===== src/shared/rcs_defines.vh =====
// Constants for the reset cause status capture block
`ifndef RCS_DEFINES_VH
`define RCS_DEFINES_VH

// ************************************************
// Register offsets (byte addresses)
// ************************************************
`define RCS_AW              8
`define RCS_OFS_CAUSE       8'h00
`define RCS_OFS_IRQ_STATUS  8'h04
`define RCS_OFS_IRQ_MASK    8'h08

// ************************************************
// Flag layout
// ************************************************
`define RCS_FLAG_W          8
`define RCS_BIT_POWER_ON    7
`define RCS_BIT_EXT_PIN     6
`define RCS_BIT_WATCHDOG    5
`define RCS_BIT_BAD_OPCODE  4
`define RCS_BIT_BAD_ADDR    3
`define RCS_BIT_WAKEUP      2
`define RCS_BIT_LOW_SUPPLY  1
`define RCS_BIT_SPARE       0
`define RCS_BIT_DEBUG_EVT   0

// ************************************************
// Reset and fixed values
// ************************************************
`define RCS_POWER_ON_FLAGS  8'h82
`define RCS_LOW_SUPPLY_FLAGS 8'h82
`define RCS_CLEAR_FLAGS     8'h00
`define RCS_MASK_RESET      8'h00
`define RCS_STATUS_RESET    8'h00
`define RCS_DATA_PAD        24'h000000
`define RCS_DATA_ZERO       32'h00000000
`define RCS_SYNC_RESET      2'h1

// ************************************************
// Power modes
// ************************************************
`define RCS_MODE_W          3
`define RCS_MODE_RUN        3'h0
`define RCS_MODE_WAIT       3'h1
`define RCS_MODE_STOP4      3'h2
`define RCS_MODE_STOP3      3'h3
`define RCS_MODE_STOP2      3'h4
`define RCS_MODE_STOP1      3'h5

// ************************************************
// Timing
// ************************************************
`define RCS_CLK_PERIOD_NS   10
`define RCS_HOLD_NS         1000
`define RCS_HOLD_CYCLES     ((`RCS_HOLD_NS + `RCS_CLK_PERIOD_NS - 1) / `RCS_CLK_PERIOD_NS)

`endif


===== src/logic/rcs_cause_merge.v =====
// Next reset cause flags from the active sources and the held flags
`timescale 1ns/1ps
`include "rcs_defines.vh"

module rcs_cause_merge #(
    parameter FLAG_W = `RCS_FLAG_W
) (
    input  wire [FLAG_W-1:0] prevFlags,
    input  wire [FLAG_W-1:0] srcFlags,
    input  wire              lowSupplyTrip,
    input  wire              debugForce,
    input  wire              holding,
    output reg  [FLAG_W-1:0] nextFlags
);

    wire [FLAG_W-1:0] merged;

    // ************************************************
    // Per-flag accumulation
    // ************************************************
    genvar i;
    generate
        for (i = 0; i < FLAG_W; i = i + 1) begin : gFlag
            if (i == `RCS_BIT_SPARE) begin : gSpare
                assign merged[i] = 1'b0;
            end else begin : gSrc
                assign merged[i] = (holding & prevFlags[i]) | srcFlags[i];
            end
        end
    endgenerate

    // ************************************************
    // Priority between reset kinds
    // ************************************************
    always @* begin
        nextFlags = merged;
        if (lowSupplyTrip) begin
            nextFlags = `RCS_LOW_SUPPLY_FLAGS;
        end else if (holding && prevFlags[`RCS_BIT_LOW_SUPPLY]) begin
            // Low supply outranks later sources
            nextFlags = prevFlags;
        end else if (debugForce && !holding) begin
            nextFlags = `RCS_CLEAR_FLAGS;
        end
    end

endmodule // rcs_cause_merge


===== src/logic/rcs_reset_cause.v =====
// Reset cause capture, reset sequencing and APB register slave
//
// The register offsets and register access over APB were left to the implementer.
`timescale 1ns/1ps
`include "rcs_defines.vh"

module rcs_reset_cause #(
    parameter ADDR_W      = `RCS_AW,
    parameter HOLD_CYCLES = `RCS_HOLD_CYCLES,
    parameter CNT_W       = 16
) (
    input  wire                   clk,
    input  wire                   rst_n,
    input  wire                   psel,
    input  wire                   penable,
    input  wire                   pwrite,
    input  wire [ADDR_W-1:0]      paddr,
    input  wire [31:0]            pwdata,
    output reg  [31:0]            prdata,
    output wire                   pready,
    output reg                    pslverr,
    input  wire                   extResetPin_n,
    input  wire                   supplyBelowTrip,
    input  wire                   lowSupplyResetEnable,
    input  wire                   lowSupplyStopEnable,
    input  wire                   watchdogTimeout,
    input  wire                   watchdogEnableOption,
    input  wire                   unimplementedOpcode,
    input  wire                   stopInstruction,
    input  wire                   stopAllowOption,
    input  wire                   enterBackgroundInstruction,
    input  wire                   backgroundModeEnable,
    input  wire                   dataAccessBadAddr,
    input  wire                   fetchBadAddr,
    input  wire                   wakeupResetReq,
    input  wire [`RCS_MODE_W-1:0] powerMode,
    input  wire                   debugForceResetBit,
    output reg                    mcuReset,
    output reg                    watchdogRestart,
    output reg  [7:0]             resetCauseStatus,
    output wire                   irq
);

    // ************************************************
    // Sequencer states
    // ************************************************
    localparam [1:0] ST_IDLE  = 2'h0;
    localparam [1:0] ST_HOLD  = 2'h1;
    localparam [1:0] ST_DRAIN = 2'h2;

    localparam [CNT_W-1:0] HOLD_LOAD = HOLD_CYCLES - 1;
    localparam [CNT_W-1:0] CNT_ZERO  = {CNT_W{1'b0}};
    localparam [CNT_W-1:0] CNT_ONE   = {{(CNT_W-1){1'b0}}, 1'b1};

    reg  [1:0]       sync1_q;
    reg  [1:0]       sync2_q;
    reg  [1:0]       state_q;
    reg  [1:0]       state_d;
    reg  [CNT_W-1:0] cnt_q;
    reg  [CNT_W-1:0] cnt_d;
    reg  [7:0]       flags_d;
    reg  [7:0]       status_q;
    reg  [7:0]       status_d;
    reg  [7:0]       mask_q;
    reg  [7:0]       mask_d;
    reg  [7:0]       setBits;
    reg  [31:0]      prdata_d;
    reg              pslverr_d;

    wire             extPinLow;
    wire             supplyLow;
    wire             lowSupplyTrip;
    wire             watchdogSrc;
    wire             badOpcodeSrc;
    wire             badAddrSrc;
    wire             deepStop;
    wire             wakeupSrc;
    wire [7:0]       srcFlags;
    wire             anyCause;
    wire             holding;
    wire             entry;
    wire [7:0]       nextFlags;
    wire             setup;
    wire             access;
    wire             hitCause;
    wire             hitStatus;
    wire             hitMask;

    // ************************************************
    // Pin synchronisers
    // ************************************************
    // Both inputs are asynchronous to clk; two stages each
    always @(posedge clk) begin
        if (!rst_n) begin
            sync1_q <= `RCS_SYNC_RESET;
            sync2_q <= `RCS_SYNC_RESET;
        end else begin
            sync1_q <= {supplyBelowTrip, extResetPin_n};
            sync2_q <= sync1_q;
        end
    end

    assign extPinLow = ~sync2_q[0];
    assign supplyLow = sync2_q[1];

    // ************************************************
    // Reset source qualification
    // ************************************************
    // both enables needed
    assign lowSupplyTrip = supplyLow & lowSupplyResetEnable & lowSupplyStopEnable;

    assign watchdogSrc = watchdogTimeout & watchdogEnableOption;

    assign badOpcodeSrc = unimplementedOpcode
                        | (stopInstruction & ~stopAllowOption)
                        | (enterBackgroundInstruction & ~backgroundModeEnable);

    assign badAddrSrc = dataAccessBadAddr | fetchBadAddr;

    assign deepStop  = (powerMode == `RCS_MODE_STOP2) | (powerMode == `RCS_MODE_STOP1);
    assign wakeupSrc = wakeupResetReq & ~deepStop;

    assign srcFlags = {1'b0, extPinLow, watchdogSrc, badOpcodeSrc,
                       badAddrSrc, wakeupSrc, 1'b0, 1'b0};

    // deep stop wakeup still resets, its flag stays clear
    assign anyCause = lowSupplyTrip | debugForceResetBit | wakeupResetReq | (|srcFlags);
    assign holding  = (state_q != ST_IDLE);
    assign entry    = (state_q == ST_IDLE) & anyCause;

    // ************************************************
    // Flag merge
    // ************************************************
    rcs_cause_merge #(
        .FLAG_W        (`RCS_FLAG_W)
    ) uMerge (
        .prevFlags     (resetCauseStatus),
        .srcFlags      (srcFlags),
        .lowSupplyTrip (lowSupplyTrip),
        .debugForce    (debugForceResetBit),
        .holding       (holding),
        .nextFlags     (nextFlags)
    );

    // ************************************************
    // Reset sequencer
    // ************************************************
    // Reset is held a minimum time, then until every cause is gone
    always @* begin
        state_d = state_q;
        cnt_d   = cnt_q;
        case (state_q)
            ST_IDLE: begin
                if (anyCause) begin
                    state_d = ST_HOLD;
                    cnt_d   = HOLD_LOAD;
                end
            end
            ST_HOLD: begin
                if (cnt_q == CNT_ZERO) begin
                    state_d = ST_DRAIN;
                end else begin
                    cnt_d = cnt_q - CNT_ONE;
                end
            end
            ST_DRAIN: begin
                if (!anyCause) begin
                    state_d = ST_IDLE;
                end
            end
            default: begin
                state_d = ST_IDLE;
                cnt_d   = CNT_ZERO;
            end
        endcase
    end

    // ************************************************
    // Flag capture
    // ************************************************
    always @* begin
        flags_d = resetCauseStatus;
        if (entry || holding) begin
            flags_d = nextFlags;
        end
        flags_d[`RCS_BIT_SPARE] = 1'b0;
    end

    always @(posedge clk) begin
        if (!rst_n) begin
            state_q          <= ST_IDLE;
            cnt_q            <= CNT_ZERO;
            mcuReset         <= 1'b0;
            resetCauseStatus <= `RCS_POWER_ON_FLAGS;
        end else begin
            state_q          <= state_d;
            cnt_q            <= cnt_d;
            mcuReset         <= (state_d != ST_IDLE);
            resetCauseStatus <= flags_d;
        end
    end

    // ************************************************
    // APB decode
    // ************************************************
    // Zero wait states; read data is staged in the setup cycle
    assign pready    = 1'b1;
    assign setup     = psel & ~penable;
    assign access    = psel & penable;
    assign hitCause  = (paddr == `RCS_OFS_CAUSE);
    assign hitStatus = (paddr == `RCS_OFS_IRQ_STATUS);
    assign hitMask   = (paddr == `RCS_OFS_IRQ_MASK);

    always @* begin
        prdata_d  = prdata;
        pslverr_d = pslverr;
        if (setup) begin
            pslverr_d = ~(hitCause | hitStatus | hitMask);
            if (pwrite) begin
                prdata_d = `RCS_DATA_ZERO;
            end else if (hitCause) begin
                prdata_d = {`RCS_DATA_PAD, resetCauseStatus};
            end else if (hitStatus) begin
                prdata_d = {`RCS_DATA_PAD, status_q};
            end else if (hitMask) begin
                prdata_d = {`RCS_DATA_PAD, mask_q};
            end else begin
                prdata_d = `RCS_DATA_ZERO;
            end
        end
    end

    // ************************************************
    // Interrupt status and mask
    // ************************************************
    always @* begin
        setBits = `RCS_CLEAR_FLAGS;
        if (entry) begin
            setBits = nextFlags;
            setBits[`RCS_BIT_DEBUG_EVT] = debugForceResetBit & ~lowSupplyTrip;
        end else if (holding) begin
            setBits = nextFlags & ~resetCauseStatus;
        end
    end

    always @* begin
        status_d = status_q;
        mask_d   = mask_q;
        if (access && !pwrite && hitStatus) begin
            // Only bits actually returned are cleared
            status_d = status_q & ~prdata[7:0];
        end
        // Set wins over read clear
        status_d = status_d | setBits;
        if (access && pwrite && hitMask) begin
            mask_d = pwdata[7:0];
        end
    end

    always @(posedge clk) begin
        if (!rst_n) begin
            status_q        <= `RCS_STATUS_RESET;
            mask_q          <= `RCS_MASK_RESET;
            prdata          <= `RCS_DATA_ZERO;
            pslverr         <= 1'b0;
            watchdogRestart <= 1'b0;
        end else begin
            status_q        <= status_d;
            mask_q          <= mask_d;
            prdata          <= prdata_d;
            pslverr         <= pslverr_d;
            watchdogRestart <= access & pwrite & hitCause;
        end
    end

    assign irq = |(status_q & mask_q);

endmodule // rcs_reset_cause


===== config.mk =====
export PLATFORM = sky130hd
export DESIGN_NAME = rcs_reset_cause
export DESIGN_NICKNAME = d
export VERILOG_FILES = /design/src/logic/rcs_cause_merge.v /design/src/logic/rcs_reset_cause.v
export VERILOG_INCLUDE_DIRS = /design/src /design/src/shared
export SDC_FILE = /design/constraint.sdc
export NUM_CORES = 1
export LEC_CHECK = 0
export ABC_CLOCK_PERIOD_IN_PS = 2000
export BUFFER_PORTS_ARGS = -buffer_cell sky130_fd_sc_hd__buf_2
export CAP_MARGIN = 40
export CORE_UTILIZATION = 49
export DETAILED_ROUTE_END_ITERATION = 8
export GPL_TIMING_DRIVEN = 0
export PLACE_DENSITY = 0.83
export REMOVE_ABC_BUFFERS = 1
export SLEW_MARGIN = 20
export SYNTH_ARGS = -nofsm -noshare
export SYNTH_HDL_FRONTEND = slang
export SYNTH_SLANG_ARGS = --single-unit

===== constraint.sdc =====
create_clock -name clk -period 2 [get_ports clk]
set_input_delay 0.1 -clock clk [delete_from_list [all_inputs] [get_ports clk]]
set_output_delay 0.1 -clock clk [all_outputs]
set_load 0.02 [all_outputs]

After elaboration in Yosys (flattened, before gate mapping) --
Cells that the tools add are included.
Word-level totals: memories kept 0, input port bits 63, memory bits (read-only) 0, word-level logic and storage cells 102, output and inout port bits 45, register bits after elaboration 81, memory bits (writable) 0, bits in latches 0
Operators by class: reduce and logical (&&, ||, !) cells 17, div/mod/pow operators 0, magnitude comparators 0, shift operators 0, bitwise gates (word level) 47, multipliers 0, equal/unequal tests 8, add/subtract/negate cells 1, mux-type cells 17
Operators with widths (count):
- two-way mux 8 bit | 10
- one-hot mux 16 bit (3 select lines) | 1
- two-way mux 16 bit | 2
- AND 8 bit | 3
- AND 1 bit | 19
- logical NOT 16 bit | 1
- inverter 8 bit | 2
- subtractor 16 x 1 -> 16 bit (second input constant) | 1
- OR 1 bit | 14
- == test 8 x 3 -> 1 bit (second input constant) | 1
- == test 8 x 4 -> 1 bit (second input constant) | 1
- logical NOT 8 bit | 1
- inverter 1 bit | 8
- OR 8 bit | 1
- OR reduction 8 bit | 1
- == test 3 bit (second input constant) | 2
- logical AND 1 bit | 6
- two-way mux 2 bit | 3
- one-hot mux 2 bit (3 select lines) | 1
- OR reduction 5 bit | 1
- inequality test 2 bit (second input constant) | 2
- nonzero test 2 bit | 2
- AND reduction 3 bit | 1
- == test 2 x 1 -> 1 bit (second input constant) | 1
- other kinds (4) | 5

Depth between registers and ports, before layout --
depth after elaboration 12, depth in mapped cells 8

Modules after synthesis --
A second synthesis with hierarchy kept.
Second synthesis, totals: cell total of the unflattened synthesis 392, area, all modules 3201.8 um^2
Modules (own cells, without submodules):
- rcs_reset_cause | area each 3015.4 um^2, times used 1, sequential area each 1121.1 um^2, cells an instance 363
- rcs_cause_merge | area each 186.4 um^2, times used 1, sequential area each 0.0 um^2, cells an instance 29

Least setup slack after synthesis --
No wires, ideal clock.
path kind register to register, start register cnt_q[0], end register cnt_q[15], clock period less this slack 1.827 ns, cell stages (with the launch flop) 9, arrival time 1.699 ns, library setup time 0.128 ns, slack 0.173 ns, path buffers 1, required time 1.872 ns, cell sequence dfxtp_1 -> inv_1 -> ha_1 -> nor4b_1 -> and4_1 -> clkbuf_1 -> nor4b_1 -> xnor2_1 -> nor2_1
On the way: cells in the longest elaborated chain, start to end 3, elaborated cells on any way between the ends 6
RTL lines:
- start: declaration | line rcs_reset_cause.v:59 | reg [CNT_W-1:0] cnt_q;
- start signal: assignment | line rcs_reset_cause.v:197 | cnt_q <= cnt_d;
- subtractor 16 x 1 -> 16 bit / logical NOT 16 bit (equally long branches) | line rcs_reset_cause.v:163, rcs_reset_cause.v:160
- two-way mux 16 bit / inequality test 2 bit (equally long branches)
- one-hot mux 16 bit (3 select lines) / AND reduction 3 bit (equally long branches)
Parallel ways exist; a longest one is shown, timed or not. The select of a mux whose other input is x is not followed. A chain may end at the register's enable or synchronous reset.

Worst setup path in the final report --
start register cnt_q[2], end register cnt_q[8]
Same word-level chain as after synthesis.

==> flow_summary_export.csv <==
group,metric,value,unit
route,first_pass_iters,4,
timing,period_share,95.5,%
critical_path,endpoint_kind,"flip-flop",
power,total_power,2.81,mW
timing,slew_headroom,58.7,%
logic_synthesis,synth_area,2890,µm²
logic_synthesis,synth_top_area_cell,"dfxtp_1",
critical_path,crit_arrival,2.16,ns
placement,place_ws,-0.488,ns
logic_synthesis,synth_top_area_share,38.8,%
logic_synthesis,ys_seq_elements,56,
timing,fmax,523,MHz
critical_path,cp.required,2.25,ns
timing,setup_tns,0,ns
floorplanning,rows,27,
global_routing,grt_use_total,21.1,%
route,drt_iter0_markers,175,
cells_and_area,layout-drive-gt1-share,21.0,%
clock_tree,clk_path_buf_depth,2,
global_routing,top_usage_layer,"met2",
clock_tree,insertion_delay,0.31,ns
cells_and_area,seqCellArea,1120,µm²
global_routing,grt_pass1_wl,10.5,mm
route,drtAntennaViolNets,0,
logic_synthesis,netlist_top_cells_count,"56 x dfxtp_1, 41 x nand2_1, 27 x buf_4",
global_routing,use_met2,34.9,%
logic_synthesis,synth_edf_count,0,
power,p_leak,1.39,nW
logic_synthesis,yosys_warnings,0,
cells_and_area,multi_input_area,1620,µm²
clock_tree,clk_pin_slew,0.10,ns
route,viasPerCell,5.62,
logic_synthesis,post-synth-top-count-cell,"dfxtp_1",
timing,worst_slack,0.0898,ns
floorplanning,io_pins,108,
route,routedWlPerCell,14.2,µm
logic_synthesis,yosysSeqAreaShare,38.8,%
critical_path,crit_start,"cnt_q[2]",
critical_path,crit_fanout,8,
placement,dp_hpwl,4.70,mm
global_routing,grt_max_degree,41,
cells_and_area,nets,453,
timing,slew_violations,0,
cells_and_area,area_growth,13.3,%
timing,min_period,1.91,ns
floorplanning,initial_utilization,51.6,%
clock_tree,cts-buffers-inserted,5,
timing,finalHoldViolations,0,
global_routing,use_met3,4.14,%
global_routing,grt.overflow.total,0,
timing,whs,0.0410,ns
logic_synthesis,synth_cell_types,49,
global_routing,use_met1,26.9,%
route,vias,2596,
route,drcViolationCount,0,
clock_tree,cts_tree,"yes",
logic_synthesis,syn_avg_cell_area,8.55,µm²
timing,finClkSkew,0.0117,ns
critical_path,endpoint,"cnt_q[8]",
floorplanning,die_height,78.8,µm
floorplanning,die_area,6210,µm²
power,powerDensity,859,nW/µm²
clock_tree,cts_num_sinks,56,
logic_synthesis,async_reset_ff_share,0,%
floorplanning,core,5610,µm²
global_routing,antenna_found_initial,0,
floorplanning,dieWidth,78.8,µm
critical_path,r2r_end,"cnt_q[8]",
critical_path,r2r_cells,6,
global_routing,first_global_vias,2273,
timing,rsz0062_at_grt,"true",
critical_path,rrSetupSlack,0.09,ns
critical_path,path_class,"flip-flop to flip-flop",
placement,gp_congestion,0.866,
clock_tree,root_buffer,"clkbuf_8",
timing,worst_slew_pin_slew,0.620,ns
placement,io_buffers,56,
cells_and_area,n_fill_cell,498,
cells_and_area,n_antenna_cell,0,
logic_synthesis,yosys-top-cells-area,"dfxtp_1 39%, buf_4 7.0%, nand2_1 5.3%",
route,drt-total-wl,6.56,mm
clock_tree,cts.htree.levels,2,
critical_path,start_kind,"flip-flop",
logic_synthesis,syn_inst,338,
outcome,status,"finished, final reports clean",
power,ir_drop,0.635,mV
timing,finalSetupViolCount,0,
run,max_cap_viol_count,0,
hold_path,hp-class,"input pin to flip-flop",
critical_path,r2r_start,"cnt_q[2]",
logic_synthesis,ys.flop_type,"dfxtp_1",
==> sequential cells by signal, indices dropped and copies added (netlist names) <==
signal	cells
pslverr	1
cnt_q	16
state_q	2
status_q	8
prdata	8
watchdogRestart	1
mask_q	8
resetCauseStatus	7
sync1_q	2
mcuReset	1
sync2_q	2
==> worst max-delay path: stages (launching register included) <==
cell     delay, ns
dfxtp_1       0.39
nor4_4        0.29
buf_4         0.20
nand2_1       0.09
or4_1         0.42
or3_1         0.31
a21oi_1       0.14
==> layout by cell type (no fill, tap or decap), types with 5 or more instances in the layout <==
cell	synthesis	routed
buf_2	0	56
dfxtp_1	56	55
nand2_1	41	41
conb_1	2	26
nor2_1	19	19
mux2i_1	15	15
o21ai_0	15	14
nand3_1	13	12
nor2b_1	12	12
a21oi_1	13	12
nor3_1	11	11
a21boi_0	11	11
xnor2_1	8	8
inv_1	6	6
a22oi_1	6	6
nand2b_1	6	6
clkbuf_8	0	6
a32o_1	5	5
==> worst min-delay path by stage <==
stage / from / endpoint / cells past startpoint / slack [ns]
after detailed placement: extResetPin_n / sync1_q[0] / 2 / 0.29
after global placement: extResetPin_n / sync1_q[0] / 2 / 0.29
after global routing: pwdata[6] / mask_q[6] / 3 / 0.05
final: pwdata[5] / mask_q[5] / 3 / 0.04
after CTS: pwdata[5] / mask_q[5] / 3 / 0.05
after floorplan: rst_n / sync1_q[0] / 1 / 0.17
==> routing by layer <==
metal | vias to the layer above | share of wire [%]
li1 | 1249 | -
met1 | 1214 | 44
met2 | 119 | 48
met5 | - | 0
met4 | 0 | 1.5
met3 | 14 | 6.8
==> cells by family (layout without fill, tap and decap cells) <==
group | Yosys count | in the layout | synth area share, %
adders and majority gates | 1 | 1 | 0.433
muxes | 15 | 15 | 5.19
DFF | 56 | 56 | 38.8
buffers and inverters | 48 | 76 | 9.74
xor gates and xnor gates | 10 | 10 | 3.03
other | 2 | 26 | 0.260
AOI/OAI and AO/OA | 68 | 68 | 16.1
and+or+nand+nor | 138 | 138 | 26.4
==> power breakdown <==
part,internal [mW],switching [mW],total (mW)
logic,0.337,0.484,0.821
clock network,0.278,0.370,0.648
registers,1.21,0.131,1.34
==> stage by stage <==
step           utilization, %  cell area [µm²]  instances
6_report                 58.4             3280        462
5_1_grt                  58.4             3280        462
4_1_cts                  57.5             3220        458
3_5_place_dp             55.3             3100        448
3_3_place_gp             55.2             3090        448
2_1_floorplan               -             2720        320
==> cell type report <==
class | count | area share, %
clock buffer | 6 | 2.52
clock inverter | 2 | 0.306
inverter | 6 | 0.688
multi-input combinational | 258 | 49.4
sequential | 56 | 34.3
tap | 72 | 2.75
timing repair buffer | 62 | 10.1
==> timing repair <==
item	CTS	global route
hold buffers	2	0
setup endpoints to repair	14	17
gates resized for setup	5	5
pin swaps	1	2
endpoints found under the hold margin	2	0
buffers inserted	0	4
(Power assumes the default switching activity.)
